File: src/verilog/rdd_pkg.sv
// Purpose: Shared constants and carriers for the remap entry delivery decoder.
// Assumes: Entries arrive as 64-bit words from the table fetch logic.
// Notes:   Register map, entry field positions and delivery codes.
package rdd_pkg;
	////////////////////////////////////////////////////////////////////////////
	localparam int          ENTRY_W          = 64;
	localparam int          PRESENT_BIT      = 0;
	localparam int          TRIG_BIT         = 4;
	localparam int          DSEL_LSB         = 5;
	localparam int          DSEL_MSB         = 7;
	localparam int          VEC_LSB          = 16;
	localparam int          VEC_MSB          = 23;
	localparam int          TGT_LSB          = 32;
	localparam int          TGT_MSB          = 63;
	localparam int          TGT_W            = 32;
	////////////////////////////////////////////////////////////////////////////
	typedef enum logic [2:0]
	{
		RDD_DSEL_FIXED  = 3'b000,
		RDD_DSEL_LOWEST = 3'b001,
		RDD_DSEL_SMGMT  = 3'b010,
		RDD_DSEL_NMI    = 3'b100,
		RDD_DSEL_INIT   = 3'b101
	} rdd_dsel_t;
	localparam logic        TRIG_EDGE        = 1'b0;
	localparam logic        TRIG_LEVEL       = 1'b1;
	localparam logic [7:0]  VEC_NONE         = 8'h00;
	////////////////////////////////////////////////////////////////////////////
	localparam logic [11:0] OFF_CTRL         = 12'h000;
	localparam logic [11:0] OFF_BLOCKED      = 12'h004;
	localparam logic [11:0] OFF_INVALID      = 12'h008;
	localparam logic [11:0] OFF_LAST         = 12'h00c;
	localparam logic [3:0]  CTRL_RESET       = 4'h0;
	localparam int          CTRL_SMGMT_EN    = 0;
	localparam int          CTRL_INIT_EN     = 1;
	localparam int          CTRL_NMI_PIN     = 2;
	localparam int          CTRL_SMGMT_PIN   = 3;
	////////////////////////////////////////////////////////////////////////////
	typedef struct packed
	{
		logic               valid;
		logic [ENTRY_W-1:0] entry;
	} rdd_req_t;

	typedef struct packed
	{
		logic               valid;
		logic [2:0]         mode;
		logic               level;
		logic [7:0]         vector;
		logic [TGT_W-1:0]   target;
		logic               single;
	} rdd_dlv_t;
endpackage

File: src/verilog/rdd_top.sv
// Purpose: Decodes delivery selection and trigger type of remapped interrupt entries.
// Assumes: Requests come from logic on pclk; registers are reached over APB.
// Notes:   Target identifier is handled as a bitmask of agents.
//
// Overview of operation
// - Delivery selection is entry bits 7:5.
// - Fixed code delivers to all named agents, edge or level.
// - Lowest-priority code delivers to exactly one named agent, edge or level.
// - System-management code is forced edge and its vector ignored.
// - Non-maskable code goes to all named agents, vector ignored, forced edge.
// - Processor-init code goes to all named agents, vector ignored, forced edge.
// - System-management and init support optional; NMI may leave by dedicated pin.
// - Trigger bit 4: zero edge, one level.
// - Trigger bit evaluated only when entry is present.
// - Non-present entries block requests; present ones are processed.
// - Vector is entry bits 23:16 unless the code ignores it.
`timescale 1ns/10ps
module rdd_top
#(
	parameter int CNT_W = 16
)
(
	input  wire logic              pclk,
	input  wire logic              presetn,
	input  wire logic              psel,
	input  wire logic              penable,
	input  wire logic              pwrite,
	input  wire logic [11:0]       paddr,
	input  wire logic [31:0]       pwdata,
	output logic      [31:0]       prdata,
	output logic                   pready,
	output logic                   pslverr,
	input  wire rdd_pkg::rdd_req_t req,
	output rdd_pkg::rdd_dlv_t      dlv,
	output logic                   nmi_pin,
	output logic                   smgmt_pin,
	output logic                   req_blocked,
	output logic                   req_invalid
);
	////////////////////////////////////////////////////////////////////////////
	// Picking the lowest set bit keeps the single-target choice deterministic.
	function automatic logic [rdd_pkg::TGT_W-1:0] lowest_one(input logic [rdd_pkg::TGT_W-1:0] m);
		logic [rdd_pkg::TGT_W-1:0] r;
		r = '0;
		for (int i = rdd_pkg::TGT_W - 1; i >= 0; i--)
		begin
			if (m[i])
			begin
				r    = '0;
				r[i] = 1'b1;
			end
		end
		return r;
	endfunction

	////////////////////////////////////////////////////////////////////////////
	logic [3:0]       ctrl_reg, ctrl_next;
	logic [CNT_W-1:0] blocked_reg, blocked_next;
	logic [CNT_W-1:0] invalid_reg, invalid_next;
	logic [31:0]      prdata_reg, prdata_next;
	logic             pready_reg, pready_next;
	logic             pslverr_reg, pslverr_next;
	rdd_pkg::rdd_dlv_t dlv_reg, dlv_next;
	logic             nmi_reg, nmi_next;
	logic             smgmt_reg, smgmt_next;
	logic             blk_reg, blk_next;
	logic             inv_reg, inv_next;

	logic             wr_take;
	logic [2:0]       dsel;
	logic             trig;
	logic [7:0]       vec;
	logic [rdd_pkg::TGT_W-1:0] tgt;

	assign wr_take = psel && penable && pready_reg && pwrite;
	assign dsel    = req.entry[rdd_pkg::DSEL_MSB:rdd_pkg::DSEL_LSB];
	assign trig    = req.entry[rdd_pkg::TRIG_BIT];
	assign vec     = req.entry[rdd_pkg::VEC_MSB:rdd_pkg::VEC_LSB];
	assign tgt     = req.entry[rdd_pkg::TGT_MSB:rdd_pkg::TGT_LSB];

	////////////////////////////////////////////////////////////////////////////
	always_comb
	begin
		dlv_next   = '0;
		nmi_next   = 1'b0;
		smgmt_next = 1'b0;
		blk_next   = 1'b0;
		inv_next   = 1'b0;
		if (req.valid)
		begin
			if (!req.entry[rdd_pkg::PRESENT_BIT])
			begin
				blk_next = 1'b1;
			end
			else
			begin
				dlv_next.mode = dsel;
				case (dsel)
					rdd_pkg::RDD_DSEL_FIXED:
					begin
						dlv_next.valid  = 1'b1;
						dlv_next.level  = (trig == rdd_pkg::TRIG_LEVEL);
						dlv_next.vector = vec;
						dlv_next.target = tgt;
					end
					rdd_pkg::RDD_DSEL_LOWEST:
					begin
						dlv_next.valid  = 1'b1;
						dlv_next.level  = (trig == rdd_pkg::TRIG_LEVEL);
						dlv_next.vector = vec;
						dlv_next.target = lowest_one(tgt);
						dlv_next.single = 1'b1;
					end
					rdd_pkg::RDD_DSEL_SMGMT:
					begin
						if (ctrl_reg[rdd_pkg::CTRL_SMGMT_EN])
						begin
							dlv_next.level  = rdd_pkg::TRIG_EDGE;
							dlv_next.vector = rdd_pkg::VEC_NONE;
							if (ctrl_reg[rdd_pkg::CTRL_SMGMT_PIN])
								smgmt_next = 1'b1;
							else
							begin
								dlv_next.valid  = 1'b1;
								dlv_next.target = tgt;
							end
						end
						else
							inv_next = 1'b1;
					end
					rdd_pkg::RDD_DSEL_NMI:
					begin
						dlv_next.level  = rdd_pkg::TRIG_EDGE;
						dlv_next.vector = rdd_pkg::VEC_NONE;
						if (ctrl_reg[rdd_pkg::CTRL_NMI_PIN])
							nmi_next = 1'b1;
						else
						begin
							dlv_next.valid  = 1'b1;
							dlv_next.target = tgt;
						end
					end
					rdd_pkg::RDD_DSEL_INIT:
					begin
						if (ctrl_reg[rdd_pkg::CTRL_INIT_EN])
						begin
							dlv_next.valid  = 1'b1;
							dlv_next.level  = rdd_pkg::TRIG_EDGE;
							dlv_next.vector = rdd_pkg::VEC_NONE;
							dlv_next.target = tgt;
						end
						else
							inv_next = 1'b1;
					end
					default:
					begin
						inv_next      = 1'b1;
						dlv_next.mode = 3'b000;
					end
				endcase
			end
		end
	end

	always_ff @(posedge pclk or negedge presetn)
	begin
		if (!presetn)
		begin
			dlv_reg   <= '0;
			nmi_reg   <= 1'b0;
			smgmt_reg <= 1'b0;
			blk_reg   <= 1'b0;
			inv_reg   <= 1'b0;
		end
		else
		begin
			dlv_reg   <= dlv_next;
			nmi_reg   <= nmi_next;
			smgmt_reg <= smgmt_next;
			blk_reg   <= blk_next;
			inv_reg   <= inv_next;
		end
	end

	////////////////////////////////////////////////////////////////////////////
	// Read data is prepared in the setup cycle so every transfer ends in one access cycle.
	always_comb
	begin
		ctrl_next    = ctrl_reg;
		blocked_next = blocked_reg;
		invalid_next = invalid_reg;
		prdata_next  = prdata_reg;
		pslverr_next = 1'b0;
		pready_next  = psel && !penable;
		if (blk_reg && blocked_reg != {CNT_W{1'b1}})
			blocked_next = blocked_reg + 1'b1;
		if (inv_reg && invalid_reg != {CNT_W{1'b1}})
			invalid_next = invalid_reg + 1'b1;
		if (psel && !penable)
		begin
			prdata_next = 32'h0000_0000;
			case (paddr)
				rdd_pkg::OFF_CTRL:    prdata_next[3:0] = ctrl_reg;
				rdd_pkg::OFF_BLOCKED: prdata_next[CNT_W-1:0] = blocked_reg;
				rdd_pkg::OFF_INVALID: prdata_next[CNT_W-1:0] = invalid_reg;
				rdd_pkg::OFF_LAST:    prdata_next[12:0] = {dlv_reg.single, dlv_reg.level, dlv_reg.mode, dlv_reg.vector};
				default:              pslverr_next = 1'b1;
			endcase
		end
		else if (psel && penable && pready_reg)
			pslverr_next = 1'b0;
		else
			pslverr_next = pslverr_reg && psel;
		if (wr_take)
		begin
			case (paddr)
				rdd_pkg::OFF_CTRL:    ctrl_next = pwdata[3:0];
				// Software clear keeps a count in the same cycle by starting from one.
				rdd_pkg::OFF_BLOCKED: blocked_next = {{(CNT_W-1){1'b0}}, blk_reg};
				rdd_pkg::OFF_INVALID: invalid_next = {{(CNT_W-1){1'b0}}, inv_reg};
				default:              ctrl_next = ctrl_reg;
			endcase
		end
		if (psel && penable && pready_reg)
			pslverr_next = 1'b0;
	end

	always_ff @(posedge pclk or negedge presetn)
	begin
		if (!presetn)
		begin
			ctrl_reg    <= rdd_pkg::CTRL_RESET;
			blocked_reg <= '0;
			invalid_reg <= '0;
			prdata_reg  <= 32'h0000_0000;
			pready_reg  <= 1'b0;
			pslverr_reg <= 1'b0;
		end
		else
		begin
			ctrl_reg    <= ctrl_next;
			blocked_reg <= blocked_next;
			invalid_reg <= invalid_next;
			prdata_reg  <= prdata_next;
			pready_reg  <= pready_next;
			pslverr_reg <= pslverr_next;
		end
	end

	assign prdata      = prdata_reg;
	assign pready      = pready_reg;
	assign pslverr     = pslverr_reg;
	assign dlv         = dlv_reg;
	assign nmi_pin     = nmi_reg;
	assign smgmt_pin   = smgmt_reg;
	assign req_blocked = blk_reg;
	assign req_invalid = inv_reg;
endmodule

File: config.mk
export PLATFORM = sky130hd
export DESIGN_NAME = rdd_top
export DESIGN_NICKNAME = d
export VERILOG_FILES = /design/src/verilog/rdd_pkg.sv /design/src/verilog/rdd_top.sv
export SDC_FILE = /design/constraint.sdc
export NUM_CORES = 1
export LEC_CHECK = 0
export BUFFER_PORTS_ARGS = -buffer_cell sky130_fd_sc_hd__buf_2
export CAP_MARGIN = 20
export CORE_UTILIZATION = 30
export CTS_BUF_LIST = sky130_fd_sc_hd__clkbuf_4 sky130_fd_sc_hd__clkbuf_8
export DETAILED_ROUTE_END_ITERATION = 6
export GPL_TIMING_DRIVEN = 0
export MAX_ROUTING_LAYER = met4
export PLACE_DENSITY = 0.64
export SYNTH_ARGS = -nofsm -noshare
export SYNTH_HDL_FRONTEND = slang
export SYNTH_SLANG_ARGS = --single-unit
File: constraint.sdc
create_clock -name pclk -period 4.64 [get_ports pclk]
set_input_delay 0.928 -clock pclk [delete_from_list [all_inputs] [get_ports pclk]]
set_output_delay 0.928 -clock pclk [all_outputs]
set_load 0.02 [all_outputs]
Word level (Yosys, flattened, before mapping)

Index checks and enable logic that the tools add are counted.

Input port bits: 114
Word-level logic and storage cells: 116
Register bits after elaboration: 104
Output and inout port bits: 84

Muxes and demuxes: 74
Reductions and logical operators: 15
Add/sub/neg operators: 2
Equality and inequality tests: 9

Operator list:

| operator                                        | number |
|---|---|
| 2-to-1 mux 32 bit                               | 36 |
| one-hot mux 41 bit (5 select lines)             | 1 |
| 2-to-1 mux 16 bit                               | 6 |
| 2-to-1 mux 46 bit                               | 2 |
| adder 16 x 1 -> 16 bit (second input constant)  | 2 |
| != test 16 bit (second input constant)          | 2 |
| one-hot mux 9 bit (3 select lines)              | 1 |
| == test 12 x 4 -> 1 bit (second input constant) | 2 |
| 2-to-1 mux 1 bit                                | 23 |
| one-hot mux 4 bit (4 select lines)              | 1 |
| == test 12 x 3 -> 1 bit (second input constant) | 1 |
| zero test 12 bit                                | 1 |
| logical AND 1 bit                               | 7 |
| == test 3 bit (second input constant)           | 2 |
| one-hot mux 3 bit (2 select lines)              | 1 |
| OR reduction 5 bit                              | 1 |
| one-hot mux 1 bit (4 select lines)              | 1 |
| OR reduction 4 bit                              | 1 |
| == test 3 x 1 -> 1 bit (second input constant)  | 1 |
| == test 3 x 2 -> 1 bit (second input constant)  | 1 |
| zero test 3 bit                                 | 1 |
| 2-to-1 mux 3 bit                                | 1 |
| one-hot mux 1 bit (3 select lines)              | 1 |
| OR reduction 3 bit                              | 1 |
| 3 further kinds                                 | 3 |

Depth between registers and ports, before layout

Gate-level depths: netlist of run 1.

Depth after elaboration: 35
Depth in mapped cells: 7
Depth with buffers taken out: 6

Worst setup path before layout of run 1

No wires, ideal clock.

Path kind: input-to-reg
Start: input port req[39] (netlist name)
End: register dlv_reg, in the netlist dlv[31]
Required time: 4.562 ns
Path slack: 1.881 ns
Path buffers: 0
Arrival time: 2.681 ns
Library setup time: 0.078 ns
Stages: 5
Cell sequence: or3_1 -> or4_4 -> or4_1 -> or3_1 -> a21boi_1

RTL lines:

| item                 | line           | text |
|---|---|---|
| start, declared      | rdd_top.sv:33  | `input wire rdd_pkg::rdd_req_t req,` |
| end signal, assigned | rdd_top.sv:177 | `dlv_reg <= dlv_next;` |
| end, declared        | rdd_top.sv:63  | `rdd_pkg::rdd_dlv_t dlv_reg, dlv_next;` |

Worst setup path in the final report of run 1

Start: input port paddr[1]
End: register blocked_reg[14]

Word-level cells in the longest chain between the ends: 3

RTL lines:

| item                    | line           | text |
|---|---|---|
| start, declared         | rdd_top.sv:28  | `input wire logic [11:0] paddr,` |
| == test 12 x 3 -> 1 bit | rdd_top.sv:216 | `case (paddr)` |
| 2-to-1 mux 16 bit       | rdd_top.sv:216 |  |
| 2-to-1 mux 16 bit       | rdd_top.sv:214 | `if (wr_take)` |
| via blocked_next[14]    | rdd_top.sv:58  | `logic [CNT_W-1:0] blocked_reg, blocked_next;` |
| end signal, assigned    | rdd_top.sv:242 | `blocked_reg <= blocked_next;` |
| end, declared           | rdd_top.sv:58  |  |

The timed path passes the listed nets, and every way through them passes these cells.
A chain may end at the register's enable or synchronous reset.

==> results of run 1 <==
-- metrics by stage --
step           total power, W  utilization [%]  cells  worst slack (ns)  area, µm²
6_report              0.00240             38.2    883              1.79       6330
3_5_place_dp          0.00176             36.8    868              1.38       6100
4_1_cts               0.00242             38.2    883              1.79       6330
2_1_floorplan         0.00157                -    515              1.88       5130
3_3_place_gp          0.00175             36.6    866              1.42       6070
5_1_grt               0.00256             38.2    883              1.61       6330
-- area by class of cell --
type,instances,area (µm²),area share [%]
timing repair buffer,133,693,10.9
buffer,35,208,3.28
inverter,8,30.0,0.474
multi-input combinational,368,2290,36.2
clock buffer,11,151,2.39
clock inverter,4,76.3,1.21
tap,220,275,4.35
sequential,104,2600,41.1
-- cell families (layout without fill, tap and decap cells) --
logic type,after synthesis,in the layout,synth area share [%]
and+or+nand+nor,216,216,23.2
adders and majority gates,2,2,0.493
DFF,104,104,51.2
buffers and inverters,43,191,4.68
muxes,18,18,4.83
AOI/OAI and AO/OA,92,92,11.3
xor gates and xnor gates,24,24,4.14
other,1,16,0.0738
-- cells in the final DEF (no fill, tap or decap), types with 3 or more instances in the layout --
cell,n
and4_1,5
nor3_1,17
inv_1,8
nand3b_1,3
clkbuf_8,11
or2_2,3
or4_1,3
nor4_1,9
mux2_2,12
a21boi_0,3
dfrtp_1,104
o21a_1,6
clkbuf_1,15
nand2_1,47
nand3_1,15
a21oi_1,16
and2_1,16
or3_1,4
a22oi_1,12
o31ai_1,4
buf_4,18
nand4_1,17
o21ai_1,9
o211ai_1,10
xor2_1,23
conb_1,16
buf_2,131
and3_1,17
nor2_1,40
mux4_2,4
nand2b_1,4
o21ai_0,23
-- path summary, 6_finish.rpt --
| path | slack, ns | cells after the start | endpoint |
|---|---|---|---|
| worst min register to register | 0.47 | 2 | prdata[14] |
| worst min-delay path | 0.47 | 2 | prdata[14] |
| max in group asynchronous | 3.35 | 2 | dlv[14] |
| worst max register to register | 2.66 | 6 | dlv[18] |
| min in group asynchronous | 0.57 | 1 | blocked_reg[6] |
| worst max-delay path | 1.79 | 6 | blocked_reg[14] |
-- power by group --
| part | switching, W | internal, W |
|---|---|---|
| sequential | 0.000186 | 0.00103 |
| combinational | 0.000300 | 0.000237 |
| clock | 0.000317 | 0.000333 |
-- critical path: cells and delay by family --
family        cells  cell delay [ns]
buf+inv           2             0.53
simple gates      4             1.64
-- metal layers --
metal / up-vias / part of all wire [%]
met5: - / 0
met4: 0 / 0.73
met3: 9 / 7.3
met2: 155 / 46
met1: 2073 / 46
li1: 2082 / -
==> reports/metrics.yaml, run 1 <==
yosys_warnings: 0
grt_util_met3_pct: 4.81
p_leak_nw: 2.99
finalHoldViolCount: 0
final.setup.tns_ns: 0
yosysMostFrequentCell: "dfrtp_1"
antenna_left: 0
drc: 0
area_growth_pct: 24.7
drive_gt1_share_pct: 29.4
fp.dieArea_um2: 17500
synth_top_cell_area_share_pct: 51.2
worstSetupEndpointType: "register"
gr-max-usage-layer: "met2"
die_w_um: 132
antenna_found_initial: 0
firstDrtPassIters: 5
status: "complete, no violations"
vias_per_cell: 4.89
drt_wl_total_mm: 13.3
finalSetupViolations: 0
synth-edff-count: 0
start_util_pct: 30.6
wl_per_cell_um: 15.1
largest_reg_flops: 46
ys_top_cells_by_count: "dfrtp_1 (104), nand2_1 (47), nor2_1 (40)"
chipHeight_um: 132
synthFlopType: "dfrtp_1"
critPathRequiredTime_ns: 4.89
portBuffers: 131
worstSkewPairLatency_ns: 0.38
route.vias.total: 4319
syn_inst: 500
crit_path_start_kind: "input port"
max-cap-violations: 0
worstReg2RegStart: "ctrl_reg[2]"
fmax_ghz: 0.350
ys_seq_area_share_pct: 51.2
critPathLaunch: "paddr[1]"
n_antenna_cell: 0
grtUsageTotal_pct: 16.3
drtIter0Drc: 204
grt_pass1_vias: 4081
grt_pass1_wl_mm: 21.4
cts_buffers: 9
std_cell_rows: 47
max_slew_margin_pct: 32.4
gr-usage-met1_pct: 21.3
ctsHoldBuffers: 0
timing.final.crit_share_pct: 61.5
grt_max_degree: 56
layout_min_cycle_time_ns: 2.85
min-delay-start: "prdata[14]"
place_congestion: 0.835
fillers: 1712
syn-cell-area_um2: 5080
cp_cell_sequence: "buf_2 > nor4_2 > nand2_1 > nor3_1 > clkbuf_1 > nor2_1"
numClockSinks: 104
cts_tree: "yes"
whs_ns: 0.469
final_nets: 775
ys_types: 55
drv_slew: 0
path_clk_slew_ns: 0.09
core_area_um2: 16600
io_pins: 198
htree_levels: 3
rsz0062_at_grt: "false"
yosys.area.top_type: "dfrtp_1"
synth_area_leaders: "dfrtp_1 (51%), xor2_1 (4.0%), nand2_1 (3.5%)"
clock_path_buffers: 2
vdd_drop_max_v: 0.000155
syn_area_per_cell_um2: 10.2
post_cts_resized: 0
min_path_type: "reg -> reg"
crit_slowest_cell: "nor3_1"
post_cts_buffers: 0
critical_path_class: "in -> reg"
synthArstFlopShare_pct: 100
dp_hpwl_mm: 10.2
use_met2_pct: 24.8
root_buffer: "clkbuf_8"
ys_seq_elements: 104
worst_slew_pin_slew_ns: 1.01
cp.arrival_ns: 3.10
grt.overflow.total: 0
critPathMaxFanout: 10
power_density_nw_per_um2: 380
crit_path_max_incr_delay_ns: 0.77
finClkSkew_ns: 0.0148
Power figures use the tool's default switching activity.
==> run 2: changes to the inputs <==
--- a/config.mk
+++ b/config.mk
@@ -5,6 +5,7 @@
 export SDC_FILE = /design/constraint.sdc
 export NUM_CORES = 1
 export LEC_CHECK = 0
+export ABC_AREA = 1
 export BUFFER_PORTS_ARGS = -buffer_cell sky130_fd_sc_hd__buf_2
 export CAP_MARGIN = 20
 export CORE_UTILIZATION = 30
@@ -12,7 +13,7 @@
 export DETAILED_ROUTE_END_ITERATION = 6
 export GPL_TIMING_DRIVEN = 0
 export MAX_ROUTING_LAYER = met4
-export PLACE_DENSITY = 0.64
+export PLACE_DENSITY = 0.62
 export SYNTH_ARGS = -nofsm -noshare
 export SYNTH_HDL_FRONTEND = slang
 export SYNTH_SLANG_ARGS = --single-unit
==> constraint.sdc (replaced) <==
create_clock -name pclk -period 2.95 [get_ports pclk]
set_input_delay 0.59 -clock pclk [delete_from_list [all_inputs] [get_ports pclk]]
set_output_delay 0.59 -clock pclk [all_outputs]
set_load 0.02 [all_outputs]
==> run 2 against run 1 <==
Net effect:
- final cell count is 46% higher
- synthesized area grew 18%
- largest power group unchanged
- highest routed layer unchanged
- utilization is 0.95 points lower
- sequential share of layout area is 5.3 points lower
- clock skew is 0.0080 ns higher
- largest cell class is now multi-input gates
- register-to-register slack got worse by 1.7 ns
- hold slack worse by 0.30 ns
- setup slack got worse by 0.86 ns
- via count up 37%
- synthesized cell count rose by 70%
==> reports/metrics.yaml, run 2 <==
grtUsageTotal_pct: 19.8  # +3.5 points
core_area_um2: 19500  # +18%
placed_area_um2: 7070  # +16%
final_common_cell: "nand2_1"
antenna_left: 0  # unchanged
power.switching_w: 0.00180  # +120%
power_switching_share_pct: 42.3  # +8.9 points
synth_area_leaders: "dfrtp_1 (43%), nand2_1 (15%), nor2_1 (9.7%)"
dp_hpwl_mm: 14.8  # +46%
p_int_w: 0.00245  # +53%
drc: 0  # unchanged
worstReg2RegStart: "pready"
grt_max_degree: 65  # +16%
ctsHoldBuffers: 0  # unchanged
final_cell_mix: "nand2_1 (245), nor2_1 (154), buf_2 (142)"
ys_top_cells_by_count: "nand2_1 (245), nor2_1 (154), dfrtp_1 (104)"
cts_buffers: 9  # unchanged
place_congestion: 0.886  # +6.1%
cp.arrival_ns: 2.29  # -0.81 ns
worstSkewPairLatency_ns: 0.40  # +0.02 ns
grt_pass1_vias: 5547  # +36%
p_leak_nw: 4.06  # +36%
synth_top_cell_area_share_pct: 43.5  # -7.7 points
chipHeight_um: 143  # +8.4%
syn_area_per_cell_um2: 7.03  # -31%
final_nets: 1128  # +46%
ys_types: 36  # -35%
pwr-share-clk_pct: 21.2  # -5.9 points
finClkSkew_ns: 0.0229  # +0.00802 ns
firstDrtPassIters: 5  # unchanged
power_density_nw_per_um2: 585  # +54%
syn-cell-area_um2: 5980  # +18%
fmax_ghz: 0.495
yosys.area.top_type: "dfrtp_1"
drtIter0Drc: 338  # +66%
max-cap-violations: 0  # unchanged
yosys_warnings: 0  # unchanged
drt_wl_total_mm: 18.9  # +42%
max_slew_margin_pct: 51.2  # +19 points
root_buffer: "clkbuf_8"
syn_inst: 851  # +70%
path_clk_slew_ns: 0.12  # +0.03 ns
portBuffers: 134  # +2.3%
grt_pass1_wl_mm: 29.6  # +38%
fin_area_um2: 7270  # +15%
finalSetupViolations: 0  # unchanged
numClockSinks: 104  # unchanged
synthArstFlopShare_pct: 100  # unchanged
crit_path_start_kind: "register"
start_util_pct: 30.6  # about the same
io_pins: 198  # unchanged
htree_levels: 3  # unchanged
cts_tree: "yes"
min_path_type: "in -> async"
wl_per_cell_um: 14.7  # -2.7%
yosysMostFrequentCell: "nand2_1"
clock_path_buffers: 2  # unchanged
power_frac_seq_pct: 44.2  # -6.4 points
post_cts_buffers: 0  # unchanged
final.setup.tns_ns: 0  # unchanged
finalHoldViolCount: 0  # unchanged
drive_gt1_share_pct: 20.5  # -9.0 points
synth-edff-count: 0  # unchanged
reg2reg_slack_ns: 0.93  # -1.73 ns
drv_slew: 0  # unchanged
grt.overflow.total: 0  # unchanged
route.vias.total: 5930  # +37%
critPathMaxFanout: 10  # unchanged
critPathRequiredTime_ns: 3.22  # -1.67 ns
status: "complete, no violations"
largest_reg_flops: 46  # unchanged
antenna_found_initial: 3  # +3
area_growth_pct: 21.5
critical_path_class: "reg -> reg"
rsz0062_at_grt: "false"
ys_seq_area_share_pct: 43.5  # -7.7 points
std_cell_rows: 51  # +8.5%
vdd_drop_max_v: 0.000252  # +62%
post_cts_resized: 0  # unchanged
comb_power_share_pct: 34.6  # +12 points
r2r_end: "invalid_reg[11]"
worstSetupEndpointType: "register"
reg2reg_depth: 6  # unchanged
timing.final.crit_share_pct: 68.5
layout_min_cycle_time_ns: 2.02
fp.dieArea_um2: 20500  # +18%
vias_per_cell: 4.61  # -5.7%
worst_slew_pin_slew_ns: 0.726  # -0.279 ns
ys_seq_elements: 104  # unchanged
synthFlopType: "dfrtp_1"
die_w_um: 143  # +8.4%
run 2: cell count changes in the layout (fill, tap and decap cells not counted), sizes merged, moves of 15 or more:
cell	previous run	this run
nand3	15	87
nor2	40	171
o21ai	32	50
inv	9	83
and3	17	0
and2	16	1
nand2	47	248
run 2: layout make-up:
class	count	area (µm²)
antenna	3	7.51
buffer	36	236
clock buffer	10	138
clock inverter	6	51.3
fill	2115	12300
inverter	82	310
multi-input combinational	644	2890
sequential	104	2600
tap	265	332
timing repair buffer	135	701
run 2: worst max-delay path, stage by stage (launching register included):
cell	delay [ns]
dfrtp_1	0.38
nand2_1	0.05
nor3_1	0.56
inv_1	0.17
nor2_1	0.32
buf_2	0.32
nor2_1	0.09
run 2: per-stage QoR:
stage	utilization, %	total power, W	hold slack, ns	cells	setup slack (ns)
CTS	37.2	0.00428	0.174	1282	0.982
detailed placement	36.2	0.00336	0.466	1266	0.648
finish	37.2	0.00425	0.167	1285	0.928
global route	37.2	0.00459	0.195	1285	0.786
global placement	36.1	0.00334	0.461	1265	0.00963
floorplan	-	0.00294	0.294	866	1.29
run 2: how the worst max path moves through the flow:
stage / start / to / slack [ns] / depth (start not counted)
detailed placement: psel / invalid_reg[14] / 0.65 / 7
CTS: pready / invalid_reg[14] / 0.98 / 6
global route: pready / invalid_reg[11] / 0.79 / 6
global placement: presetn / dlv[30] / 0.01 / 1
floorplan: paddr[7] / blocked_reg[10] / 1.29 / 7
finish: pready / invalid_reg[11] / 0.93 / 6
run 2: layer usage:
metal	GRT usage [%]	up-vias	share of wire [%]
met5	-	-	0
met4	5.71	0	2.1
met3	5.33	32	7.7
met2	31.4	207	46
met1	24.6	2697	44
li1	-	2994	-
run 2: cell families (layout without fill, tap and decap cells):
kind of cell,Yosys count,after routing,share of synthesized area [%]
XOR/XNOR,11,11,1.61
buffers and inverters,118,269,9.14
adder cells (fa/ha/maj),2,2,0.418
AO/OA/AOI/OAI,68,68,6.02
flip-flops,104,104,43.5
other,1,19,0.0627
AND/OR/NAND/NOR,547,547,39.3
run 2: power groups by stage:
stage                     clock network (W)  registers [W]  logic [W]
after global routing               0.000989        0.00191    0.00169
final                              0.000900        0.00188    0.00147
after detailed placement                  0        0.00190    0.00147
after global placement                    0        0.00190    0.00144
after floorplan                           0        0.00183    0.00111
after CTS                          0.000940        0.00188    0.00147
